==> config.mk <==
export PLATFORM = sky130hd
export DESIGN_NAME = sram_cycle_decode
export DESIGN_NICKNAME = d
export VERILOG_FILES = /design/src/sram_pkg.sv /design/src/pair_buffer.sv /design/src/sram_cycle_decode.sv
export SDC_FILE = /design/constraint.sdc
export NUM_CORES = 1
export LEC_CHECK = 0
export ABC_AREA = 1
export BUFFER_PORTS_ARGS = -buffer_cell sky130_fd_sc_hd__buf_4
export CORE_MARGIN = 10
export CORE_UTILIZATION = 28
export DETAILED_ROUTE_END_ITERATION = 8
export PLACE_DENSITY = 0.45
export SETUP_SLACK_MARGIN = 0.5
export SLEW_MARGIN = 0
export SYNTH_ARGS = -nofsm -noshare
export SYNTH_HDL_FRONTEND = slang
export SYNTH_SLANG_ARGS = --single-unit
==> constraint.sdc <==
create_clock -name mclk -period 4 [get_ports mclk]
set_clock_uncertainty 0.15 [all_clocks]
set_input_delay 0.2 -clock mclk [delete_from_list [all_inputs] [get_ports mclk]]
set_output_delay 0.2 -clock mclk [all_outputs]
set_load 0.1 [all_outputs]
==> src/sram_pkg.sv <==
// Purpose: shared constants, types and helpers for the burst SRAM cycle decode
// Assumes: 36-bit word in four 9-bit lanes, parity in each lane's top bit
// Notes: array depth is a small model of the storage
package sram_pkg;
   localparam int DATA_W = 36;
   localparam int LANES = 4;
   localparam int LANE_W = 9;
   localparam int ADDR_W = 19;
   localparam int IDX_W = 4;
   localparam int MEM_WORDS = 16;
   localparam int BURST_W = 2;
   localparam int BUF_DEPTH = 2;
   localparam int ENTRY_W = IDX_W + LANES + DATA_W;
   localparam int AV_ADDR_W = 5;
   localparam int AV_DATA_W = 32;
   localparam int HI_W = DATA_W - AV_DATA_W;

   // register byte offsets
   localparam logic [AV_ADDR_W-1:0] REG_CTRL = 5'h00;
   localparam logic [AV_ADDR_W-1:0] REG_STATUS = 5'h04;
   localparam logic [AV_ADDR_W-1:0] REG_MEM_ADDR = 5'h08;
   localparam logic [AV_ADDR_W-1:0] REG_MEM_DLO = 5'h0C;
   localparam logic [AV_ADDR_W-1:0] REG_MEM_DHI = 5'h10;

   // control fields
   localparam int CTRL_W = 2;
   localparam int CTRL_SLEEP_BIT = 0;
   localparam int CTRL_HOLD_BIT = 1;
   localparam logic [CTRL_W-1:0] CTRL_RST = 2'h0;

   // status fields
   localparam int ST_CYC_LSB = 0;
   localparam int ST_BURST_LSB = 3;
   localparam int ST_SLEEP_BIT = 5;
   localparam int ST_FULL_BIT = 6;

   typedef enum logic [2:0] {
      CYC_IDLE = 3'b000,
      CYC_DESEL = 3'b001,
      CYC_READ = 3'b010,
      CYC_WRITE = 3'b011,
      CYC_SLEEP = 3'b100
   } cyc_t;

   // burst address from seed and count
   function automatic logic [BURST_W-1:0] burst_addr(input logic [BURST_W-1:0] seed,
                                                     input logic [BURST_W-1:0] cnt,
                                                     input logic linear);
      burst_addr = linear ? BURST_W'(seed + cnt) : (seed ^ cnt);
   endfunction : burst_addr

   // replace selected lanes of a word
   function automatic logic [DATA_W-1:0] lane_merge(input logic [DATA_W-1:0] base,
                                                    input logic [DATA_W-1:0] data,
                                                    input logic [LANES-1:0] lanes);
      lane_merge = base;
      for (int k = 0; k < LANES; k++) begin
         if (lanes[k]) begin
            lane_merge[k*LANE_W +: LANE_W] = data[k*LANE_W +: LANE_W];
         end
      end
   endfunction : lane_merge
endpackage : sram_pkg

==> src/pair_buffer.sv <==
// Purpose: small shift fifo between write capture and the storage array
// Assumes: in_ready low means a pushed word is refused
// Notes: every entry is visible for read forwarding
`timescale 1ns/1ps
module pair_buffer #(
   parameter int W = 8,
   parameter int DEPTH = 2
) (
   // clock and reset
   input wire logic mclk,
   input wire logic reset,
   // fill side
   input wire logic in_valid,
   output logic in_ready,
   input wire logic [W-1:0] in_data,
   // drain side
   output logic out_valid,
   input wire logic out_ready,
   output logic [W-1:0] out_data,
   // entry view
   output logic [W-1:0] ent_data [DEPTH],
   output logic [DEPTH-1:0] ent_valid
);
   localparam int CW = $clog2(DEPTH + 1);
   logic [CW-1:0] count_ff;
   logic [W-1:0] data_ff [DEPTH];
   logic push;
   logic pop;
   logic [CW-1:0] wr_idx;

   assign in_ready = (count_ff != CW'(DEPTH));
   assign out_valid = (count_ff != '0);
   assign out_data = data_ff[0];
   assign push = in_valid && in_ready;
   assign pop = out_valid && out_ready;
   assign wr_idx = count_ff - CW'(pop);

   always_comb begin
      for (int i = 0; i < DEPTH; i++) begin
         ent_data[i] = data_ff[i];
         ent_valid[i] = (CW'(i) < count_ff);
      end
   end

   always_ff @(posedge mclk or posedge reset) begin
      if (reset) begin
         count_ff <= '0;
      end else begin
         count_ff <= count_ff + CW'(push) - CW'(pop);
      end
   end

   // shift toward head on pop
   always_ff @(posedge mclk) begin
      for (int i = 0; i < DEPTH; i++) begin
         if (push && (CW'(i) == wr_idx)) begin
            data_ff[i] <= in_data;
         end else if (pop && (i < DEPTH - 1)) begin
            data_ff[i] <= data_ff[(i < DEPTH - 1) ? i + 1 : i];
         end
      end
   end
endmodule : pair_buffer

==> src/sram_cycle_decode.sv <==
// Purpose: cycle decode, burst counter, byte write and data bus control
// Assumes: synchronous pins are timed to mclk; sleep and output enable are async
// Notes: registers over Avalon-MM; pending writes are forwarded to pin reads, not to register reads
// Function
// - selects inactive with controller strobe low, or processor strobe low and chip_sel_low_a low: deselect cycle, data bus tri-stated
// - sleep request high: sleep, data pins tri-stated whatever else happens
// - selected with processor strobe low: read burst at external address
// - selected, controller strobe low, processor high: burst start, write per strobe
// - controller strobe high, advance low: next burst address, read or write
// - controller strobe high, advance high: repeat current address
// - write strobe active on global write, or gate plus any lane low
// - all write inputs high means read
// - processor-strobe start is always a read, write inputs ignored
// - writes only after processor start or with controller start
// - output enable masked internally during write cycles
// - data drivers follow cycle type and asynchronous output enable
// - read drives data only with output enable low and no sleep; burst continuation reads drive even with chip_sel_low_a high
// - any lane combination writes those lanes with parity, others kept
// - two-bit wraparound burst counter seeded from low address bits
// - linear order when mode_linear high, else interleaved xor order
//
// Implementation choices: the Avalon-MM slave port and the register addresses.
`timescale 1ns/1ps
module sram_cycle_decode
   import sram_pkg::*;
(
   // clock and reset
   input wire logic mclk,
   input wire logic reset,
   // synchronous memory pins
   input wire logic [sram_pkg::ADDR_W-1:0] addr,
   input wire logic chip_sel_low_a,
   input wire logic chip_sel_high,
   input wire logic chip_sel_low_b,
   input wire logic processor_strobe,
   input wire logic controller_strobe,
   input wire logic burst_advance_n,
   input wire logic global_write_n,
   input wire logic byte_write_gate_n,
   input wire logic [sram_pkg::LANES-1:0] byte_lane_write_n,
   input wire logic [sram_pkg::DATA_W-1:0] dq_in,
   // asynchronous and static pins
   input wire logic output_enable_n,
   input wire logic sleep_request,
   input wire logic mode_linear,
   // data drive
   output logic [sram_pkg::DATA_W-1:0] dq_out,
   output logic dq_oe,
   output logic wr_accept,
   // avalon-mm slave
   input wire logic [sram_pkg::AV_ADDR_W-1:0] avs_address,
   input wire logic avs_read,
   input wire logic avs_write,
   input wire logic [sram_pkg::AV_DATA_W-1:0] avs_writedata,
   output logic [sram_pkg::AV_DATA_W-1:0] avs_readdata,
   output logic avs_waitrequest
);
   import sram_pkg::*;

   localparam int HIGH_W = IDX_W - BURST_W;

   // synchronisers
   logic sleep_meta_ff;
   logic sleep_sync_ff;
   logic mode_meta_ff;
   logic mode_ff;

   // cycle and burst state
   cyc_t cyc_ff;
   cyc_t nxt_cyc;
   logic burst_open_ff;
   logic [BURST_W-1:0] seed_ff;
   logic [BURST_W-1:0] cnt_ff;
   logic [HIGH_W-1:0] high_ff;
   logic rd_drive_ff;
   logic [DATA_W-1:0] dq_out_ff;

   // decode results
   logic sel;
   logic sleep_now;
   logic wr_strobe;
   logic do_begin;
   logic do_adv;
   logic do_access;
   logic do_write;
   logic [LANES-1:0] lanes;
   logic [IDX_W-1:0] acc_idx;
   logic [DATA_W-1:0] fwd_word;

   // registers
   logic [CTRL_W-1:0] ctrl_ff;
   logic [IDX_W-1:0] mem_addr_ff;
   logic [HI_W-1:0] dhi_ff;
   logic ack_ff;
   logic [AV_DATA_W-1:0] rdata_ff;
   logic av_req;
   logic av_acc;
   logic sw_mem_wr;

   // storage and buffer
   logic [DATA_W-1:0] mem [MEM_WORDS];
   logic buf_in_ready;
   logic buf_out_valid;
   logic buf_out_ready;
   logic [ENTRY_W-1:0] buf_out_data;
   logic [ENTRY_W-1:0] ent_data [BUF_DEPTH];
   logic [BUF_DEPTH-1:0] ent_valid;
   logic [IDX_W-1:0] drain_idx;
   logic [LANES-1:0] drain_lanes;
   logic [DATA_W-1:0] drain_data;

   // two-flop synchronisers for the sleep and mode pins; output enable is not synchronised
   always_ff @(posedge mclk or posedge reset) begin
      if (reset) begin
         sleep_meta_ff <= 1'b0;
         sleep_sync_ff <= 1'b0;
         mode_meta_ff <= 1'b0;
         mode_ff <= 1'b0;
      end else begin
         sleep_meta_ff <= sleep_request;
         sleep_sync_ff <= sleep_meta_ff;
         mode_meta_ff <= mode_linear;
         mode_ff <= mode_meta_ff;
      end
   end

   assign sleep_now = sleep_sync_ff || ctrl_ff[CTRL_SLEEP_BIT];
   assign sel = !chip_sel_low_a && chip_sel_high && !chip_sel_low_b;
   assign wr_strobe = !global_write_n || (!byte_write_gate_n && !(&byte_lane_write_n));

   // lane selection
   always_comb begin
      if (!global_write_n) begin
         lanes = '1;
      end else if (!byte_write_gate_n) begin
         lanes = ~byte_lane_write_n;
      end else begin
         lanes = '0;
      end
   end

   // cycle decode at each clock rise
   always_comb begin
      nxt_cyc = CYC_IDLE;
      do_begin = 1'b0;
      do_adv = 1'b0;
      do_access = 1'b0;
      do_write = 1'b0;
      if (sleep_now) begin
         nxt_cyc = CYC_SLEEP;
      end else if (sel && !processor_strobe) begin
         nxt_cyc = CYC_READ;
         do_begin = 1'b1;
         do_access = 1'b1;
      end else if (sel && !controller_strobe) begin
         do_begin = 1'b1;
         do_access = 1'b1;
         do_write = wr_strobe;
         nxt_cyc = wr_strobe ? CYC_WRITE : CYC_READ;
      end else if (controller_strobe && (processor_strobe || chip_sel_low_a)) begin
         if (burst_open_ff) begin
            do_adv = !burst_advance_n;
            do_access = 1'b1;
            do_write = wr_strobe;
            nxt_cyc = wr_strobe ? CYC_WRITE : CYC_READ;
         end
      end else begin
         nxt_cyc = CYC_DESEL;
      end
   end

   // access address: external, next or current
   always_comb begin
      if (do_begin) begin
         acc_idx = addr[IDX_W-1:0];
      end else if (do_adv) begin
         acc_idx = {high_ff, burst_addr(seed_ff, BURST_W'(cnt_ff + 1'b1), mode_ff)};
      end else begin
         acc_idx = {high_ff, burst_addr(seed_ff, cnt_ff, mode_ff)};
      end
   end

   // burst counter
   always_ff @(posedge mclk or posedge reset) begin
      if (reset) begin
         seed_ff <= '0;
         cnt_ff <= '0;
         high_ff <= '0;
         burst_open_ff <= 1'b0;
      end else if (nxt_cyc == CYC_SLEEP || nxt_cyc == CYC_DESEL) begin
         burst_open_ff <= 1'b0;
      end else if (do_begin) begin
         seed_ff <= addr[BURST_W-1:0];
         cnt_ff <= '0;
         high_ff <= addr[IDX_W-1:BURST_W];
         burst_open_ff <= 1'b1;
      end else if (do_adv) begin
         cnt_ff <= BURST_W'(cnt_ff + 1'b1);
      end
   end

   // read with forwarding of buffered writes
   always_comb begin
      fwd_word = mem[acc_idx];
      for (int i = 0; i < BUF_DEPTH; i++) begin
         if (ent_valid[i] && (ent_data[i][ENTRY_W-1 -: IDX_W] == acc_idx)) begin
            fwd_word = lane_merge(fwd_word, ent_data[i][DATA_W-1:0],
                                  ent_data[i][DATA_W +: LANES]);
         end
      end
   end

   // cycle type and read data register
   always_ff @(posedge mclk or posedge reset) begin
      if (reset) begin
         cyc_ff <= CYC_IDLE;
         rd_drive_ff <= 1'b0;
         dq_out_ff <= '0;
      end else begin
         cyc_ff <= nxt_cyc;
         rd_drive_ff <= do_access && !do_write;
         if (do_access && !do_write) begin
            dq_out_ff <= fwd_word;
         end
      end
   end

   // async output enable gates the drivers
   assign dq_out = dq_out_ff;
   assign dq_oe = rd_drive_ff && !output_enable_n && !sleep_request && !sleep_now;

   // write capture buffer
   pair_buffer #(
      .W(ENTRY_W),
      .DEPTH(BUF_DEPTH)
   ) u_wbuf (
      .mclk(mclk),
      .reset(reset),
      .in_valid(do_write),
      .in_ready(buf_in_ready),
      .in_data({acc_idx, lanes, dq_in}),
      .out_valid(buf_out_valid),
      .out_ready(buf_out_ready),
      .out_data(buf_out_data),
      .ent_data(ent_data),
      .ent_valid(ent_valid)
   );

   assign wr_accept = buf_in_ready;
   assign drain_idx = buf_out_data[ENTRY_W-1 -: IDX_W];
   assign drain_lanes = buf_out_data[DATA_W +: LANES];
   assign drain_data = buf_out_data[DATA_W-1:0];
   assign buf_out_ready = !sw_mem_wr && !ctrl_ff[CTRL_HOLD_BIT];

   // storage array
   always_ff @(posedge mclk) begin
      if (sw_mem_wr) begin
         mem[mem_addr_ff] <= {dhi_ff, avs_writedata};
      end else if (buf_out_valid && buf_out_ready) begin
         mem[drain_idx] <= lane_merge(mem[drain_idx], drain_data, drain_lanes);
      end
   end

   // avalon slave: one wait cycle per access
   assign av_req = avs_read || avs_write;
   assign avs_waitrequest = av_req && !ack_ff;
   assign av_acc = av_req && ack_ff;
   assign sw_mem_wr = av_acc && avs_write && (avs_address == REG_MEM_DLO);
   assign avs_readdata = rdata_ff;

   always_ff @(posedge mclk or posedge reset) begin
      if (reset) begin
         ack_ff <= 1'b0;
      end else begin
         ack_ff <= av_req && !ack_ff;
      end
   end

   always_ff @(posedge mclk or posedge reset) begin
      if (reset) begin
         rdata_ff <= '0;
      end else if (avs_read && !ack_ff) begin
         rdata_ff <= '0;
         case (avs_address)
            REG_CTRL: begin
               rdata_ff[CTRL_W-1:0] <= ctrl_ff;
            end
            REG_STATUS: begin
               rdata_ff[ST_CYC_LSB +: $bits(cyc_t)] <= cyc_ff;
               rdata_ff[ST_BURST_LSB +: BURST_W] <= burst_addr(seed_ff, cnt_ff, mode_ff);
               rdata_ff[ST_SLEEP_BIT] <= sleep_now;
               rdata_ff[ST_FULL_BIT] <= !buf_in_ready;
            end
            REG_MEM_ADDR: begin
               rdata_ff[IDX_W-1:0] <= mem_addr_ff;
            end
            REG_MEM_DLO: begin
               rdata_ff <= mem[mem_addr_ff][AV_DATA_W-1:0];
            end
            REG_MEM_DHI: begin
               rdata_ff[HI_W-1:0] <= mem[mem_addr_ff][DATA_W-1:AV_DATA_W];
            end
            default: begin
               rdata_ff <= '0;
            end
         endcase
      end
   end

   always_ff @(posedge mclk or posedge reset) begin
      if (reset) begin
         ctrl_ff <= CTRL_RST;
         mem_addr_ff <= '0;
         dhi_ff <= '0;
      end else if (av_acc && avs_write) begin
         case (avs_address)
            REG_CTRL: begin
               ctrl_ff <= avs_writedata[CTRL_W-1:0];
            end
            REG_MEM_ADDR: begin
               mem_addr_ff <= avs_writedata[IDX_W-1:0];
            end
            REG_MEM_DHI: begin
               dhi_ff <= avs_writedata[HI_W-1:0];
            end
            default: begin
               ctrl_ff <= ctrl_ff;
            end
         endcase
      end
   end
endmodule : sram_cycle_decode

==> results.toml <==
[grt]
grt_pass1_wl_um = 211000
grt_usage_pct = 18.4
grt_max_degree = 187
grt_pass1_vias = 30700
grt_overflow_total = 0
antenna_found_initial = 0

[min_path]
hp-start = "avs_writedata[13]"
holdPathStages = 2
min_to = "mem[4][13]$_DFFE_PP_"
hp-class = "in2reg"

[final_layout]
final_nets = 4598
regArea_um2 = 22400
fin_util_pct = 33.6
area.growth.synth_to_final_pct = 19.0
n_antenna_cell = 0
drive_above_1_share_pct = 12.3
final_area_um2 = 46400
final_cells = 6419
multi_input_area_um2 = 13100
fillers = 14200

[drt]
drtAntennaViolNets = 0
drt_iter0_markers = 2512
wl_per_cell_um = 23.0
routed_wl_um = 148000
via_per_inst = 4.97
drcViolationCount = 0
vias = 31900
drtPass1Iterations = 5

[yosys]
synth_cell_types = 47
synth-edff-count = 664
yosysTopAreaCellShare_pct = 51.1
yosysTopAreaCell = "edfxtp_1"
synth.area.top_cells = "edfxtp_1, nand3_1, dfrtp_1, inv_1, nand2_1"
syn-instance-count = 4298
synth_most_common_cell = "nand3_1"
ys.flop_type = "edfxtp_1"
yosysWarnings = 0
synth-seq-area-share_pct = 57.3
async_reset_ff_share_pct = 12.6
ys_ff_latch = 760
syn_avg_cell_area_um2 = 9.08
syn_nets = 4413
synth_common_cells = "nand3_1, edfxtp_1, inv_1, nand2_1, a21oi_1"
synth_area_um2 = 39000

[sta]
fin_crit_ns = 3.39
drv_slew = 0
fin_tns_setup_ns = 0
setup_ws_ns = 0.610
worst_pin_slew_ns = 1.09
hold_viol_final = 0
fin_crit_sh_pct = 84.8
slew_headroom_pct = 27.0
setup_violations = 0
rsz0062_at_grt = "true"
fmax_mhz = 295
holdWs_ns = 0.00447

[floorplanning]
dieArea_um2 = 155000
rows = 136
start_util_pct = 28.3
ios = 182
floorplan.die.width_um = 393
core-area_um2 = 138000
die_h_um = 393

[worst_setup_path]
critPathKind = "reg2reg"
endpoint_kind = "register"
crit_fanout = 149
cp-start-kind = "register"
reg2reg_from = "cnt_ff[0]$_DFFE_PP0P_"
worst_r2r_endpoint = "dq_out[25]$_DFFE_PP0P_"
reg2regPathDepth = 15
r2r_slack_ns = 0.61
crit_required_ns = 4.43
arrival_ns = 3.82

[power]
p_switching_mw = 14.4
p_total_mw = 34.1
power.leakage_nw = 19.0
p_int_mw = 19.7
power.density_nw_per_um2 = 734
comb_power_share_pct = 40.1
vdd_drop_max_mv = 0.572
p_sw_share_pct = 42.3
clock_power_share_pct = 23.6
power_frac_seq_pct = 36.3

[place]
numPortBuffers = 166
gp_congestion = 0.812
pre_cts_ws_ns = 0.538
hpwlAfterDp_um = 87300
placed_cells = 6156
place_area_um2 = 42500

[clock_tree]
cts_tree = "done"
root_buffer = "clkbuf_16"
htree_num_levels = 3
clock_path_buffers = 3
cts_sinks = 760
clkLatencyLatePin_ns = 0.69
numCtsBuffers = 88
cts.clk_slew.worst_paths_ns = 0.06

[flow_run]
drv_cap = 0

[status]
outcome = "completed"
==> cell families (layout without fill, tap and decap cells) <==
| kind of cell | after synthesis | after routing | share of synthesized area (%) |
|---|---|---|---|
| AOI/OAI and AO/OA | 791 | 791 | 10.7 |
| buffers and inverters | 901 | 1159 | 9.26 |
| DFF | 760 | 760 | 57.3 |
| xor gates and xnor gates | 5 | 5 | 0.131 |
| muxes | 33 | 33 | 0.952 |
| and+or+nand+nor | 1804 | 1804 | 21.5 |
| adders and majority gates | 4 | 4 | 0.128 |
==> critical path: stages (launching register included) <==
cell     delay [ns]
dfrtp_1        0.37
inv_1          0.09
ha_1           0.37
inv_1          0.08
nand4_1        0.09
nand2_1        0.18
nand2_8        0.13
nand2_8        0.15
buf_16         0.53
nand2_1        0.11
nand3_1        0.10
nand3_1        0.08
nand3_1        0.17
nand3_1        0.29
nand2_1        0.18
a21oi_2        0.06
==> cell type report <==
class                           count  area share, %
Tap cell                         1863           5.02
Clock buffer                      131           5.56
Multi-Input combinational cell   2637           28.3
Clock inverter                     32          0.518
Timing Repair Buffer              399           7.56
Inverter                          597           4.87
Sequential cell                   760           48.2
==> placed cells by master, fill, tap and decap left out, types with 5 or more instances in the layout <==
cell type      count
nand3_1          954
edfxtp_1         664
inv_1            581
nand2_1          566
a21oi_1          402
o21ai_0          316
buf_4            282
nor2_1           191
dlygate4sd3_1     98
clkbuf_16         95
dfrtp_1           92
nand3b_1          40
mux2_2            33
a21oi_2           29
o31ai_1           27
clkbuf_1          27
clkinv_2          21
buf_12            12
clkbuf_8          11
nor2_2            10
nand2_2           10
inv_2             10
clkinv_1           9
nor2_4             5
nor2_8             5
==> sequential cells by signal, indices dropped and copies added, names as in the netlist <==
name	cells
seed_ff	2
ctrl_ff	2
burst_open_ff	1
sleep_meta_ff	1
mode_meta_ff	1
mem	576
sleep_sync_ff	1
high_ff	2
avs_readdata	32
u_wbuf.data_ff	88
ack_ff	1
dq_out	36
mode_ff	1
mem_addr_ff	4
dhi_ff	4
u_wbuf.count_ff	2
cyc_ff	3
cnt_ff	2
rd_drive_ff	1
==> timing repair <==
action	CTS	global route
hold buffers	98	0
setup buffers	0	0
hold endpoints to repair	474	0
endpoints found under the setup margin	0	61
gates resized for setup	0	7
==> power groups by stage <==
stage	Sequential [mW]	Combinational [mW]	Clock [mW]
6_report	12.4	13.7	8.06
3_3_place_gp	12.5	13.5	0
3_5_place_dp	12.5	13.5	0
5_1_grt	12.5	14.8	8.48
4_1_cts	12.4	13.7	8.19
2_1_floorplan	13.6	7.24	0
==> how the worst max path moves through the flow <==
stage | start | endpoint | slack [ns] | depth (start not counted)
global route | cnt_ff[0]$_DFFE_PP0P_ | dq_out[33]$_DFFE_PP0P_ | 0.46 | 15
global placement | avs_address[1] | mem[4][15]$_DFFE_PP_ | 0.59 | 14
CTS | ctrl_ff[0]$_DFFE_PP0P_ | dq_out[26]$_DFFE_PP0P_ | 0.55 | 11
floorplan | avs_address[1] | u_wbuf.data_ff[0][44]$_DFFE_PP_ | 0.76 | 11
detailed placement | avs_address[1] | mem[2][35]$_DFFE_PP_ | 0.54 | 14
finish | cnt_ff[0]$_DFFE_PP0P_ | dq_out[25]$_DFFE_PP0P_ | 0.61 | 15
==> per-layer routing <==
layer  GRT usage, %  vias up  wire length [µm]
met5              0        -                 0
met4           6.87        0              5540
met1           24.8    15600             65300
met3           2.29      238              7700
met2           30.0     1031             69400
li1               -    15100                 -
Power figures use the tool's default switching activity.
